**src/inc/ptpc_pkg.sv**
```systemverilog
// package for the periodic timer: register map, field positions, reset values
// assumes a 32-bit apb slave with word-aligned registers
package ptpc_pkg;
    localparam int CNT_W = 10;
    localparam logic [11:0] OFS_CTRL = 12'h000;
    localparam logic [11:0] OFS_CMPA = 12'h004;
    localparam logic [11:0] OFS_PER = 12'h008;
    localparam logic [11:0] OFS_CNT = 12'h00C;
    localparam logic [11:0] OFS_FLAG = 12'h010;
    // control register field positions
    localparam int CTL_CLR_SRC = 0;
    localparam int CTL_CAP_SRC = 1;
    localparam int CTL_INVERT = 2;
    localparam int CTL_LEVEL = 3;
    localparam int CTL_PIN_LO = 4;
    localparam int CTL_PIN_HI = 5;
    localparam int CTL_MODE_LO = 6;
    localparam int CTL_MODE_HI = 7;
    localparam int CTL_RUN = 8;
    localparam int FLG_A = 0;
    localparam int FLG_P = 1;
    localparam logic [1:0] MODE_CMP = 2'h0;
    localparam logic [1:0] MODE_CAP = 2'h1;
    localparam logic [1:0] MODE_PWM = 2'h2;
    localparam logic [1:0] MODE_TMR = 2'h3;
    localparam logic [1:0] PIN_LOW = 2'h0;
    localparam logic [1:0] PIN_HIGH = 2'h1;
    localparam logic [1:0] PIN_NONE = 2'h3;
    localparam logic [CNT_W-1:0] CNT_MAX = 10'h3FF;
    localparam logic [CNT_W-1:0] CNT_ZERO = 10'h000;
    localparam logic [8:0] CTRL_RST = 9'h000;
    localparam logic [31:0] RDATA_ZERO = 32'h00000000;
endpackage : ptpc_pkg

```
**src/hdl/ptpc_edge.sv**
```systemverilog
// edge detector for one synchronous input
// assumes the input is already synchronous to clk
`timescale 1ns/1ps
module ptpc_edge
    import ptpc_pkg::*;
(
    input wire logic clk,
    input wire logic arst_n,
    input wire logic din,
    output logic rise,
    output logic fall
);
    typedef struct packed {
        logic prev;
    } ptpc_edge_st_t;
    ptpc_edge_st_t st, next_st;
    always_comb begin
        next_st = st;
        next_st.prev = din;
    end
    always_ff @(posedge clk or negedge arst_n) begin
        if (!arst_n) begin
            st <= '0;
        end else begin
            st <= next_st;
        end
    end
    assign rise = din & ~st.prev;
    assign fall = ~din & st.prev;
endmodule : ptpc_edge

```
**src/hdl/ptpc_apb.sv**
```systemverilog
// apb slave decode: access strobes and the unmapped-address error
// assumes the top decodes addresses and supplies read data
`timescale 1ns/1ps
module ptpc_apb
    import ptpc_pkg::*;
(
    input wire logic psel,
    input wire logic penable,
    input wire logic pwrite,
    input wire logic hit,
    output logic wr_stb,
    output logic rd_stb,
    output logic err
);
    // the top adds one wait state and registers pready, pslverr and read data
    assign wr_stb = psel & penable & pwrite & hit;
    assign rd_stb = psel & penable & ~pwrite & hit;
    assign err = psel & penable & ~hit;
endmodule : ptpc_apb

```
**src/hdl/ptpc_timer.sv**
```systemverilog
// periodic timer: compare, pwm, single pulse, capture and timer modes
// assumes apb master on CLK and pins synchronous to CLK
// Overview of operation
// - mode field 11 selects timer/counter mode
// - timer mode counts like compare mode, output pin unused
// - mode 10 with pin action not 11 selects pwm
// - pwm clears on period match; period 0 gives 1024 counts
// - compare-a sets duty; at or above period gives full duty
// - pwm raises flag a on a-match, flag p on period match
// - level bit picks polarity; pin action enables or forces pin
// - invert bit inverts driven pwm waveform
// - pwm counting continues while pin is forced
// - pwm ignores clear-source bit
// - run rising starts counter and pulse leading edge
// - trigger pin rising edge sets run in single pulse
// - a-match or software clear of run ends pulse
// - each a-match in single pulse raises interrupt flag
// - single pulse counter zeroed only at run rise; no period
// - mode 01 is capture; counter starts on run rise
// - capture source bit picks capture pin or trigger pin
// - pin action picks rise, fall, both; 11 disables capture
// - capture copies counter into compare-a and raises flag
// - capture counter free runs, clears on period match with flag
// - capture ignores clear source, level, invert; no output
// - compare counting clears on a-match if clear-source high
// - period zero lets counter wrap at 3FF
//
// The address map and the APB slave port were chosen for this implementation.
`timescale 1ns/1ps
module ptpc_timer
    import ptpc_pkg::*;
(
    input wire logic CLK,
    input wire logic ARST_N,
    input wire logic PSEL,
    input wire logic PENABLE,
    input wire logic PWRITE,
    input wire logic [11:0] PADDR,
    input wire logic [31:0] PWDATA,
    output logic [31:0] PRDATA,
    output logic PREADY,
    output logic PSLVERR,
    input wire logic EXT_TRIGGER_PIN,
    input wire logic CAPTURE_INPUT_PIN,
    output logic TIMER_OUT,
    output logic TIMER_OUT_EN
);
    typedef struct packed {
        logic [8:0] ctrl;
        logic [CNT_W-1:0] cmpa;
        logic [CNT_W-1:0] per;
        logic [CNT_W-1:0] cnt;
        logic flag_a;
        logic flag_p;
        logic run_q;
        logic out;
        logic out_en;
        logic [31:0] prdata;
        logic pslverr;
        logic pready;
    } ptpc_st_t;

    ptpc_st_t st, next_st;
    logic trg_rise, trg_fall, cap_rise, cap_fall;
    logic hit, wr_stb, rd_stb, err;
    logic [1:0] mode, pin;
    logic run, pulse_mode, pwm_mode, cmp_like;
    logic run_rise, match_a, match_p, wrap, sel_rise, sel_fall, cap_evt;
    logic active, wave;
    logic [CNT_W:0] period_len;
    logic wr_go, pwm_end;
    logic [CNT_W-1:0] per_last;

    ptpc_edge u_trg (
        .clk(CLK),
        .arst_n(ARST_N),
        .din(EXT_TRIGGER_PIN),
        .rise(trg_rise),
        .fall(trg_fall)
    );
    ptpc_edge u_cap (
        .clk(CLK),
        .arst_n(ARST_N),
        .din(CAPTURE_INPUT_PIN),
        .rise(cap_rise),
        .fall(cap_fall)
    );

    assign hit = (PADDR == OFS_CTRL) || (PADDR == OFS_CMPA) || (PADDR == OFS_PER) ||
                 (PADDR == OFS_CNT) || (PADDR == OFS_FLAG);
    ptpc_apb u_apb (
        .psel(PSEL),
        .penable(PENABLE),
        .pwrite(PWRITE),
        .hit(hit),
        .wr_stb(wr_stb),
        .rd_stb(rd_stb),
        .err(err)
    );

    assign mode = st.ctrl[CTL_MODE_HI:CTL_MODE_LO];
    assign pin = st.ctrl[CTL_PIN_HI:CTL_PIN_LO];
    assign run = st.ctrl[CTL_RUN];
    assign pwm_mode = (mode == MODE_PWM) && (pin != PIN_NONE);
    assign pulse_mode = (mode == MODE_PWM) && (pin == PIN_NONE);
    // timer mode shares the compare path
    assign cmp_like = (mode == MODE_CMP) || (mode == MODE_TMR);
    assign run_rise = run & ~st.run_q;
    assign match_a = run && (st.cnt == st.cmpa);
    assign match_p = run && (st.cnt == st.per) && (st.per != CNT_ZERO);
    assign wrap = run && (st.cnt == CNT_MAX);
    // pwm ends one count early so the period spans exactly the period value
    // a period value of 0 ends at 3FF, giving 1024 counts
    assign per_last = st.per - 10'h001;
    assign pwm_end = run && (st.cnt == per_last);
    // writes land only at the edge where pready is seen high
    assign wr_go = wr_stb & st.pready;
    assign sel_rise = st.ctrl[CTL_CAP_SRC] ? trg_rise : cap_rise;
    assign sel_fall = st.ctrl[CTL_CAP_SRC] ? trg_fall : cap_fall;
    always_comb begin
        unique case (pin)
            2'h0: cap_evt = sel_rise;
            2'h1: cap_evt = sel_fall;
            2'h2: cap_evt = sel_rise | sel_fall;
            2'h3: cap_evt = 1'b0;
        endcase
    end
    assign period_len = (st.per == CNT_ZERO) ? {1'b1, CNT_ZERO} : {1'b0, st.per};
    // full duty when compare-a reaches the period
    assign active = ({1'b0, st.cmpa} >= period_len) || (st.cnt < st.cmpa);
    assign wave = st.ctrl[CTL_LEVEL] ? active : ~active;

    always_comb begin
        next_st = st;
        next_st.run_q = run;
        // one wait state so that error and read data come from flops with pready
        next_st.pready = PSEL & PENABLE & ~st.pready;
        next_st.pslverr = err & ~st.pready;
        next_st.prdata = RDATA_ZERO;
        // software flag clears go first so that a hardware set below wins
        if (wr_go && (PADDR == OFS_FLAG)) begin
            next_st.flag_a = st.flag_a & ~PWDATA[FLG_A];
            next_st.flag_p = st.flag_p & ~PWDATA[FLG_P];
        end
        if (rd_stb && !st.pready) begin
            unique case (PADDR)
                OFS_CTRL: next_st.prdata = {23'h000000, st.ctrl};
                OFS_CMPA: next_st.prdata = {22'h000000, st.cmpa};
                OFS_PER: next_st.prdata = {22'h000000, st.per};
                OFS_CNT: next_st.prdata = {22'h000000, st.cnt};
                default: next_st.prdata = {30'h00000000, st.flag_p, st.flag_a};
            endcase
        end
        // counting; counter holds while run is low
        if (run_rise) begin
            // restart from zero on run rise
            next_st.cnt = CNT_ZERO;
        end else if (run) begin
            next_st.cnt = st.cnt + 10'h001;
            if (cmp_like) begin
                if (st.ctrl[CTL_CLR_SRC]) begin
                    if (match_a) begin
                        next_st.cnt = CNT_ZERO;
                    end
                    if (match_a && st.cmpa != CNT_ZERO) begin
                        next_st.flag_a = 1'b1;
                    end
                end else begin
                    // period zero wraps naturally at 3FF
                    if (match_p) begin
                        next_st.cnt = CNT_ZERO;
                        next_st.flag_p = 1'b1;
                    end
                    if (match_a && st.cmpa != CNT_ZERO) begin
                        next_st.flag_a = 1'b1;
                    end
                end
            end else if (mode == MODE_PWM && !pulse_mode) begin
                if (pwm_end) begin
                    next_st.cnt = CNT_ZERO;
                    next_st.flag_p = 1'b1;
                end
                if (match_a) begin
                    next_st.flag_a = 1'b1;
                end
            end else if (pulse_mode) begin
                // a-match ends pulse and raises flag
                if (match_a) begin
                    next_st.ctrl[CTL_RUN] = 1'b0;
                    next_st.flag_a = 1'b1;
                end
            end else begin
                // capture free run, period clear with flag
                if (match_p) begin
                    next_st.cnt = CNT_ZERO;
                    next_st.flag_p = 1'b1;
                end
            end
        end
        if (mode == MODE_CAP && run && cap_evt) begin
            next_st.cmpa = st.cnt;
            next_st.flag_a = 1'b1;
        end
        if (pulse_mode && !run && trg_rise) begin
            next_st.ctrl[CTL_RUN] = 1'b1;
        end
        // software writes; the counter is read-only and flags were handled above
        if (wr_go) begin
            unique case (PADDR)
                OFS_CTRL: next_st.ctrl = PWDATA[8:0];
                OFS_CMPA: next_st.cmpa = PWDATA[9:0];
                OFS_PER: next_st.per = PWDATA[9:0];
                default: begin
                end
            endcase
        end
        // output pin behaviour
        next_st.out_en = 1'b0;
        next_st.out = 1'b0;
        if (pwm_mode) begin
            // counting above keeps going while the pin is forced
            next_st.out_en = 1'b1;
            unique case (pin)
                PIN_LOW: next_st.out = 1'b0;
                PIN_HIGH: next_st.out = 1'b1;
                default: next_st.out = wave ^ st.ctrl[CTL_INVERT];
            endcase
        end else if (pulse_mode) begin
            // pulse is active while run is high
            next_st.out_en = 1'b1;
            next_st.out = (run ? st.ctrl[CTL_LEVEL] : ~st.ctrl[CTL_LEVEL]) ^
                st.ctrl[CTL_INVERT];
        end
        // timer and capture modes leave the pin undriven
    end

    always_ff @(posedge CLK or negedge ARST_N) begin
        if (!ARST_N) begin
            st <= '0;
        end else begin
            st <= next_st;
        end
    end

    assign PRDATA = st.prdata;
    assign PREADY = st.pready;
    assign PSLVERR = st.pslverr;
    assign TIMER_OUT = st.out;
    assign TIMER_OUT_EN = st.out_en;

    a_pulse_stop: assert property (@(posedge CLK) disable iff (!ARST_N)
        pulse_mode && match_a && !run_rise && !wr_stb |=> !run)
        else $error("pulse did not stop on compare a");
    a_cap_copy: assert property (@(posedge CLK) disable iff (!ARST_N)
        mode == MODE_CAP && run && cap_evt && !wr_stb |=> st.cmpa == $past(st.cnt))
        else $error("capture value not copied");
    a_run_restart: assert property (@(posedge CLK) disable iff (!ARST_N)
        run_rise |=> st.cnt == CNT_ZERO)
        else $error("counter not zeroed at start");
    a_trig_start: assert property (@(posedge CLK) disable iff (!ARST_N)
        pulse_mode && !run && trg_rise && !wr_stb |=> run)
        else $error("trigger did not start pulse");
    a_pwm_flagp: assert property (@(posedge CLK) disable iff (!ARST_N)
        pwm_mode && pwm_end && !run_rise && !wr_stb |=> st.flag_p && st.cnt == CNT_ZERO)
        else $error("pwm period match lost");
    a_cap_noout: assert property (@(posedge CLK) disable iff (!ARST_N)
        mode == MODE_CAP ##1 mode == MODE_CAP |-> !TIMER_OUT_EN)
        else $error("capture mode drives pin");
    a_tmr_noout: assert property (@(posedge CLK) disable iff (!ARST_N)
        mode == MODE_TMR ##1 mode == MODE_TMR |-> !TIMER_OUT_EN)
        else $error("timer mode drives pin");
    a_pwm_force: assert property (@(posedge CLK) disable iff (!ARST_N)
        pwm_mode && pin == PIN_HIGH |=> TIMER_OUT == 1'b1 || !$past(pwm_mode, 1))
        else $error("forced high not seen");
    a_wrap_max: assert property (@(posedge CLK) disable iff (!ARST_N)
        cmp_like && wrap && st.per == CNT_ZERO && !st.ctrl[CTL_CLR_SRC] && !run_rise
        && !wr_stb |=> st.cnt == CNT_ZERO)
        else $error("counter did not wrap");
    a_pwm_flaga: assert property (@(posedge CLK) disable iff (!ARST_N)
        pwm_mode && match_a && !run_rise |=> st.flag_a)
        else $error("pwm compare a flag lost");
    a_full_duty: assert property (@(posedge CLK) disable iff (!ARST_N)
        pwm_mode && pin == 2'h2 && ({1'b0, st.cmpa} >= period_len)
        |=> TIMER_OUT == $past(st.ctrl[CTL_LEVEL] ^ st.ctrl[CTL_INVERT]))
        else $error("full duty not held");
    a_pwm_low: assert property (@(posedge CLK) disable iff (!ARST_N)
        pwm_mode && pin == PIN_LOW |=> !TIMER_OUT && TIMER_OUT_EN)
        else $error("forced low not seen");
    a_cap_hold: assert property (@(posedge CLK) disable iff (!ARST_N)
        mode == MODE_CAP && pin == PIN_NONE && !wr_stb |=> st.cmpa == $past(st.cmpa))
        else $error("capture taken while disabled");
    a_clr_noflagp: assert property (@(posedge CLK) disable iff (!ARST_N)
        cmp_like && st.ctrl[CTL_CLR_SRC] && !st.flag_p |=> !st.flag_p)
        else $error("period flag raised with clear on a");
    c_pulse: cover property (@(posedge CLK) pulse_mode && match_a);
    c_capture: cover property (@(posedge CLK) mode == MODE_CAP && cap_evt && run);
    c_pwm_full: cover property (@(posedge CLK) pwm_mode && st.cmpa >= st.per);
    c_trig_start: cover property (@(posedge CLK) pulse_mode && !run && trg_rise);
    c_cap_period: cover property (@(posedge CLK) mode == MODE_CAP && match_p);
endmodule : ptpc_timer

```
**config.mk**
```make
export PLATFORM = sky130hd
export DESIGN_NAME = ptpc_timer
export DESIGN_NICKNAME = d
export VERILOG_FILES = /design/src/inc/ptpc_pkg.sv /design/src/hdl/ptpc_edge.sv /design/src/hdl/ptpc_apb.sv /design/src/hdl/ptpc_timer.sv
export SDC_FILE = /design/constraint.sdc
export NUM_CORES = 1
export LEC_CHECK = 0
export BUFFER_PORTS_ARGS = -buffer_cell sky130_fd_sc_hd__buf_2
export CORE_MARGIN = 4
export CORE_UTILIZATION = 50
export CTS_CLUSTER_DIAMETER = 120
export DETAILED_ROUTE_END_ITERATION = 7
export PLACE_DENSITY = 0.74
export SYNTH_ARGS = -nofsm -noshare
export SYNTH_HDL_FRONTEND = slang
export SYNTH_SLANG_ARGS = --single-unit
```
**constraint.sdc**
```tcl
create_clock -name CLK -period 3.8 [get_ports CLK]
set_clock_uncertainty 0.05 [all_clocks]
set_input_delay 1.14 -clock CLK [delete_from_list [all_inputs] [get_ports CLK]]
set_output_delay 1.14 -clock CLK [all_outputs]
set_load 0.02 [all_outputs]
```
---- Word-level counts from Yosys, hierarchy flattened ----
Index checks and enable logic that the tools add are counted.
word-level totals
  flip-flop bits (word level) ............. 80
  input port bits ......................... 51
  output and inout port bits .............. 36
  word-level logic and storage cells ...... 138
operators by class
  add/sub/neg operators ................... 2
  $lt $le $gt $ge ......................... 2
  equality and inequality tests ........... 14
  muxes and demuxes ....................... 42
  bitwise logic cells ..................... 31
  reductions and logical operators ........ 32
operators with widths
  cell                                                number
  two-way mux 10 bit                                  9
  one-hot mux 10 bit (4 select lines)                 1
  two-way mux 12 bit                                  3
  == test 10 bit                                      3
  two-way mux 29 bit                                  1
  == test 12 x 4 -> 1 bit, second input constant      2
  two-way mux 11 bit                                  2
  nonzero test 10 bit                                 2
  two-way mux 1 bit                                   19
  bitwise AND 1 bit                                   16
  logical AND 1 bit                                   14
  == test 12 x 3 -> 1 bit, second input constant      1
  == test 12 x 5 -> 1 bit, second input constant      1
  logical NOT 12 bit                                  1
  inverter 1 bit                                      12
  greater-or-equal comparator 10 x 11 -> 1 bit        1
  adder 10 x 1 -> 10 bit, second input constant       1
  logical NOT 10 bit                                  1
  < comparator 10 bit                                 1
  subtractor 10 x 1 -> 10 bit, second input constant  1
  two-way mux 9 bit                                   1
  == test 2 bit, second input constant                4
  two-way mux 2 bit                                   4
  logical OR 1 bit                                    6
  10 further kinds                                    16

---- Longest topological paths before layout ----
Gate-level depths: netlist of the first run.
  word-level depth ........................ 16
  mapped depth ............................ 13
  mapped depth without buffers ............ 12

---- Hierarchy ----
A second synthesis of the first run with hierarchy kept.
second synthesis, totals
  cell total of the unflattened synthesis .. 463
  area total of the unflattened synthesis .. 4211.5 sq um
by module, submodules not included
  module      times used  cells each  area an instance (sq um)  sequential area each (sq um)
  ptpc_timer  1           454         4103.9                    1401.3
  ptpc_edge   2           3           40.0                      25.0
  ptpc_apb    1           3           27.5                      0.0

---- Worst setup path before layout of the first run ----
OpenSTA, ideal clock, no wires.
  kind .................................... input-to-reg
  from .................................... input PADDR[2]
  to ...................................... register st (netlist bit next_st[36])
  library setup time ...................... 0.125 ns
  data arrival time ....................... 3.027 ns
  required time ........................... 3.625 ns
  path slack .............................. 0.598 ns
  cell stages on the path ................. 6
  buffers on the path ..................... 1
  cells stage by stage .................... nor4_1 nor3b_1 inv_1 nor2_1 buf_2 mux2_2
RTL lines
  what                  line               RTL
  from (decl)           ptpc_timer.sv:38   input wire logic [11:0] PADDR,
  to (signal assigned)  ptpc_timer.sv:241  st <= next_st;
  to (decl)             ptpc_timer.sv:63   ptpc_st_t st, next_st;

---- Worst setup path after layout of the first run ----
  from .................................... register st[49] in the netlist's numbering
  to ...................................... register st[42] in the netlist's numbering
between the ends
  longest elaborated chain between the ends .. 9
  elaborated cells on any way between the ends .. 15
ends and longest elaborated chain
  what                                                                                 line               RTL
  parallel branches: the longest is 6 deep, another holds subtractor 10 x 1 -> 10 bit  n/a
  two-way mux 12 bit *                                                                 ptpc_timer.sv:160  if (cmp_like) begin
  two-way mux 12 bit *                                                                 ptpc_timer.sv:158  end else if (run) begin
  two-way mux 10 bit *                                                                 ptpc_timer.sv:155  if (run_rise) begin
Every way passes the cells marked *. The select of a mux whose other input is x is not followed.
A chain may end at the register's enable or synchronous reset.

==> impl_metrics.yaml, run 1 <==
global_route:
  grt_overflow: 0
  grt_pass1_wl_um: 17200
  antenna_found_initial: 0
  grt_max_degree: 35
  grt_pass1_vias: 3241
  grtUsageMet3_pct: 4.24
  use_met1_pct: 33.2
  track_usage_pct: 23.0
  gr-usage-met2_pct: 34.8
  grt_busiest_layer: "met2"
flow_run:
  drv_cap: 0
placement:
  portBuffers: 42
  dpl.hpwl_um: 8180
  globalplace.congestion: 0.967
  dp_slack_ps: 459
power_and_ir_drop:
  pwr-share-comb_pct: 5.0
  clkPwrFrac_pct: 48.4
  power.internal_mw: 1.00
  switching_share_pct: 24.6
  switching_power_mw: 0.328
  p_per_area_nw_per_um2: 304
  peakVddDrop_mv: 0.179
  sequentialPowerShare_pct: 46.6
  leakage_nw: 2.15
sta:
  slew_headroom_pct: 52.6
  finalSetupViolCount: 0
  tightest_slew_ps: 704
  min_period_ps: 3380
  fin_setup_tns_ps: 0
  rsz0062_at_grt: "false"
  finalCritPeriodShare_pct: 89.0
  fmax_mhz: 296
  drv_slew: 0
  finalHoldViolations: 0
  setup_slack_ps: 417
floorplanning:
  die_h_um: 97.5
  dieArea_um2: 9510
  top_level_ports: 87
  core-area_um2: 7770
  start_util_pct: 51.6
  rows: 32
  die_w_um: 97.5
clock_tree:
  clockBufferDepth: 2
  cts_sinks: 58
  path_clk_slew_ps: 80
  worstSkewPairLatency_ps: 360
  htree_levels: 3
  cts-resized-gates: 0
  post_cts_buffers: 0
  postCtsHoldBufs: 0
  numCtsBuffers: 9
  cts_tree: "built"
  clockRootBuffer: "clkbuf_8"
worst_setup_path:
  worstPathMaxFanout: 13
  cp-end-kind: "flop"
  worstPathCellList: "inv_1, ha_1, xnor2_1, or4b_1, or4_1, a311o_1, nor3_4, o31ai_1, a21o_1"
  cp.arrival_ps: 3570
  critical-path-slowest-cell: "dfrtp_1"
  criticalPathCategory: "flop to flop"
  critPathRequiredTime_ps: 3990
  cpPeakStageDelay_ps: 490
  cp-start-kind: "flop"
routing:
  drt-total-wl_um: 10800
  avgRoutedWirePerCell_um: 18.5
  drt_iter0_markers: 342
  drc: 0
  firstDrtPassIters: 5
  postRouteAntennaNets: 0
  via_count: 3404
  via_per_inst: 5.82
finish:
  layout-drive-gt1-share_pct: 17.0
  syn_to_final_growth_pct: 9.43
  antenna_cells: 0
  nNetsFinal: 554
  num-fill-cells: 710
synth:
  synth-seq-cells: 58
  synth_cell_type_count: 58
  ys_warn_count: 0
  netlist_instances: 446
  ys.flop_type: "dfrtp_1"
  avgSynthCellArea_um2: 8.98
  yosysSeqAreaShare_pct: 36.2
  async_flop_share_pct: 100
  syn_area_um2: 4010
  synth_edf_count: 0
status:
  outcome: "complete, no violations"
min_path:
  hp-class: "flop to flop"
## flip-flops by register name, indices dropped and copies added, names as in the netlist, 2 cells and up
register / count
pin: 2
mode: 2
PRDATA: 10
st: 37
## critical path, delay by kind of cell (launching register included)
family,cells,cell delay [ps]
AO/OA/AOI/OAI,3,740
buffers and inverters,1,150
adder cells (fa/ha/maj),1,330
flip-flops,1,490
XOR/XNOR,1,130
AND/OR/NAND/NOR,3,1390
## kinds of logic (layout without fill, tap and decap cells)
family                   Yosys count  count (layout)  synth area share (%)
other                              1              22                0.0936
AO/OA/AOI/OAI                    103             103                  17.4
buffers and inverters             88             104                  11.8
XOR/XNOR                          19              19                  4.15
multiplexers                      20              20                  5.18
flip-flops                        58              58                  36.2
AND/OR/NAND/NOR                  132             132                  17.3
adder cells (fa/ha/maj)           25              25                  7.81
## cells in the final DEF, fill, tap and decap left out, types with 6 or more instances in the layout
cell type,Yosys,final
nand3_1,8,8
nand2_1,46,46
inv_1,34,34
clkbuf_8,0,9
dfrtp_1,58,58
ha_1,25,25
and3_1,9,9
a21o_1,14,14
mux2i_1,14,14
nor4b_1,6,6
mux2_2,6,6
buf_2,4,42
o21ai_0,33,33
nor3_1,6,6
xnor2_1,18,18
nor2_1,22,22
o211ai_1,7,7
buf_4,33,12
a21oi_1,12,12
conb_1,1,22
## final timing paths
path / startpoint / end / slack [ps] / cells after the start
setup / recovery: st[49] / st[42] / 420 / 9
hold / removal: st[38] / st[38] / 480 / 2
setup reg to reg: st[49] / st[42] / 420 / 9
hold reg to reg: st[38] / st[38] / 480 / 2
max in group asynchronous: ARST_N / st[58] / 2120 / 2
min in group asynchronous: ARST_N / PRDATA[5] / 720 / 1
## cell usage after synthesis, types with 4 or more instances
library cell | count | share of area [%]
a21o_1 | 14 | 2.6
a21oi_1 | 12 | 1.5
a222oi_1 | 5 | 1.2
a22o_1 | 4 | 0.87
and3_1 | 9 | 1.4
buf_2 | 4 | 0.50
buf_4 | 33 | 6.2
clkbuf_1 | 14 | 1.3
dfrtp_1 | 58 | 36
ha_1 | 25 | 7.8
inv_1 | 34 | 3.2
mux2_2 | 6 | 1.7
mux2i_1 | 14 | 3.5
nand2_1 | 46 | 4.3
nand3_1 | 8 | 1.0
nand4_1 | 5 | 0.78
nor2_1 | 22 | 2.1
nor3_1 | 6 | 0.75
nor3b_1 | 4 | 0.75
nor4_1 | 5 | 0.78
nor4b_1 | 6 | 1.3
o211ai_1 | 7 | 1.3
o21ai_0 | 33 | 4.1
o31ai_1 | 4 | 0.75
xnor2_1 | 18 | 3.9
## area by class of cell
| type | count | area (um2) | area share, % |
|---|---|---|---|
| multi-input combinational | 321 | 2160 | 49.3 |
| inverter | 34 | 128 | 2.91 |
| clock inverter | 7 | 93.8 | 2.14 |
| tap | 102 | 128 | 2.91 |
| clock buffer | 9 | 124 | 2.83 |
| sequential | 58 | 1450 | 33.1 |
| timing repair buffer | 54 | 300 | 6.85 |
## stage by stage
step                cells  utilization (%)  hold WS (ps)  total power [mW]  cell area, um2
detailed placement    569             53.6           452             0.699            4170
CTS                   585             56.4           475              1.33            4380
global route          585             56.4           513              1.37            4380
finish                585             56.4           477              1.33            4380
floorplan             467                -           299             0.680            4090
global placement      569             53.6           443             0.698            4170
## layer usage
layer / part of all wire, % / up-vias
met2: 46 / 149
met5: 0 / -
met1: 45 / 1631
met4: 1.8 / 0
met3: 7.4 / 14
li1: - / 1610
## power by group through the flow
stage / sequential (mW) / combinational, mW / clock, mW
final: 0.621 / 0.0667 / 0.644
after floorplan: 0.634 / 0.0458 / 0
after CTS: 0.620 / 0.0673 / 0.645
after detailed placement: 0.632 / 0.0670 / 0
after global placement: 0.632 / 0.0658 / 0
after global routing: 0.620 / 0.0742 / 0.676
(Power assumes the default switching activity.)
==> run 2: changes to the inputs <==
Clock period 3.8 ns to 4.07 ns, I/O delays scaled along.
==> impl_metrics.yaml, run 2 (same netlist as run 1, synthesis figures left out) <==
status:
  outcome: "complete, no violations"
sta:
  finalHoldViolations: 0
  fin_setup_tns_ps: 0
  slew_headroom_pct: 22.8
  min_period_ps: 3460
  finalSetupViolCount: 0
  fmax_mhz: 289
  tightest_slew_ps: 1160
  holdWs_ps: 484
  drv_slew: 0
  finalCritPeriodShare_pct: 85.1
  rsz0062_at_grt: "false"
floorplanning:
  top_level_ports: 87
  dieArea_um2: 9510
  core-area_um2: 7770
  start_util_pct: 51.6
  rows: 32
  die_w_um: 97.5
  die_h_um: 97.5
finish:
  layout-drive-gt1-share_pct: 16.3
  nNetsFinal: 550
  mostFrequentLayoutCells: "dfrtp_1, nand2_1, buf_2, inv_1, o21ai_0"
  final_common_cell: "dfrtp_1"
  syn_to_final_growth_pct: 8.68
  top_register: "st"
  antenna_cells: 0
  stdcell_count: 581
  largest_reg_flops: 37
worst_setup_path:
  cp.arrival_ps: 3660
  cp-end-kind: "flop"
  criticalPathCategory: "flop to flop"
  cp-start-kind: "flop"
  critPathRequiredTime_ps: 4260
  worstPathMaxFanout: 13
  r2r_slack_ps: 610
placement:
  placed_cells_incl_taps: 565
  dpl.hpwl_um: 8150
  globalplace.congestion: 0.951
  portBuffers: 42
routing:
  drt-total-wl_um: 11000
  drt_iter0_markers: 317
  via_count: 3368
  via_per_inst: 5.80
  drc: 0
  firstDrtPassIters: 5
  postRouteAntennaNets: 0
  avgRoutedWirePerCell_um: 18.9
power_and_ir_drop:
  design_power_total_mw: 1.25
  p_per_area_nw_per_um2: 286
  peakVddDrop_mv: 0.182
  leakage_nw: 2.13
global_route:
  grt_pass1_vias: 3205
  antenna_found_initial: 0
  grt_pass1_wl_um: 17300
  grt_overflow: 0
  grt_max_degree: 52
  track_usage_pct: 23.1
clock_tree:
  htree_levels: 3
  path_clk_slew_ps: 80
  cts_tree: "built"
  numCtsBuffers: 9
  worstSkewPairLatency_ps: 360
  cts_sinks: 58
  postCtsHoldBufs: 0
  post_cts_buffers: 0
  clockRootBuffer: "clkbuf_8"
  cts-resized-gates: 0
  clockBufferDepth: 2
flow_run:
  drv_cap: 0
min_path:
  hp-class: "flop to flop"
-- run 2: changes by cell type in the layout (fill, tap and decap cells not counted), sizes merged --
cell	change
buf	-4
-- run 2: per-stage QoR --
step	utilization [%]	instance area (um2)	setup WS [ps]
CTS	56.1	4350	645
global route	56.1	4350	541
finish	56.1	4350	605
detailed placement	53.3	4140	680
global placement	53.3	4140	743
floorplan	-	4090	787
-- run 2: per-layer routing --
metal	vias to the layer above	track usage [%]	share of wire, %
li1	1593	-	-
met1	1607	32.9	44
met2	142	35.1	45
met3	26	3.66	8.0
met4	0	9.48	2.7
met5	-	0	0
-- run 2: area by class of cell --
class / count / area, um2
fill: 720 / 3410
multi-input combinational: 321 / 2160
sequential: 58 / 1450
timing repair buffer: 50 / 270
inverter: 34 / 128
tap: 102 / 128
clock buffer: 9 / 124
clock inverter: 7 / 93.8
-- run 2: worst paths after layout --
path / start / end / cells after the start
worst min register to register: st[38] / st[38] / 2
worst max-delay path: st[49] / st[42] / 9
min in group asynchronous: ARST_N / st[68] / 1
max in group asynchronous: ARST_N / st[42] / 2
worst min-delay path: st[38] / st[38] / 2
worst max register to register: st[49] / st[42] / 9
-- run 2: critical path, stage by stage, from the launching register on --
cell and delay, ps:
dfrtp_1 500, inv_1 150, ha_1 330, xnor2_1 140, or4b_1 480, or4_1 420, a311o_1 400, nor3_4 510
o31ai_1 160, a21o_1 200
-- run 2: power breakdown --
part	internal (mW)	switching, mW
Combinational	0.0156	0.0461
Sequential	0.578	0.00123
Clock	0.343	0.261
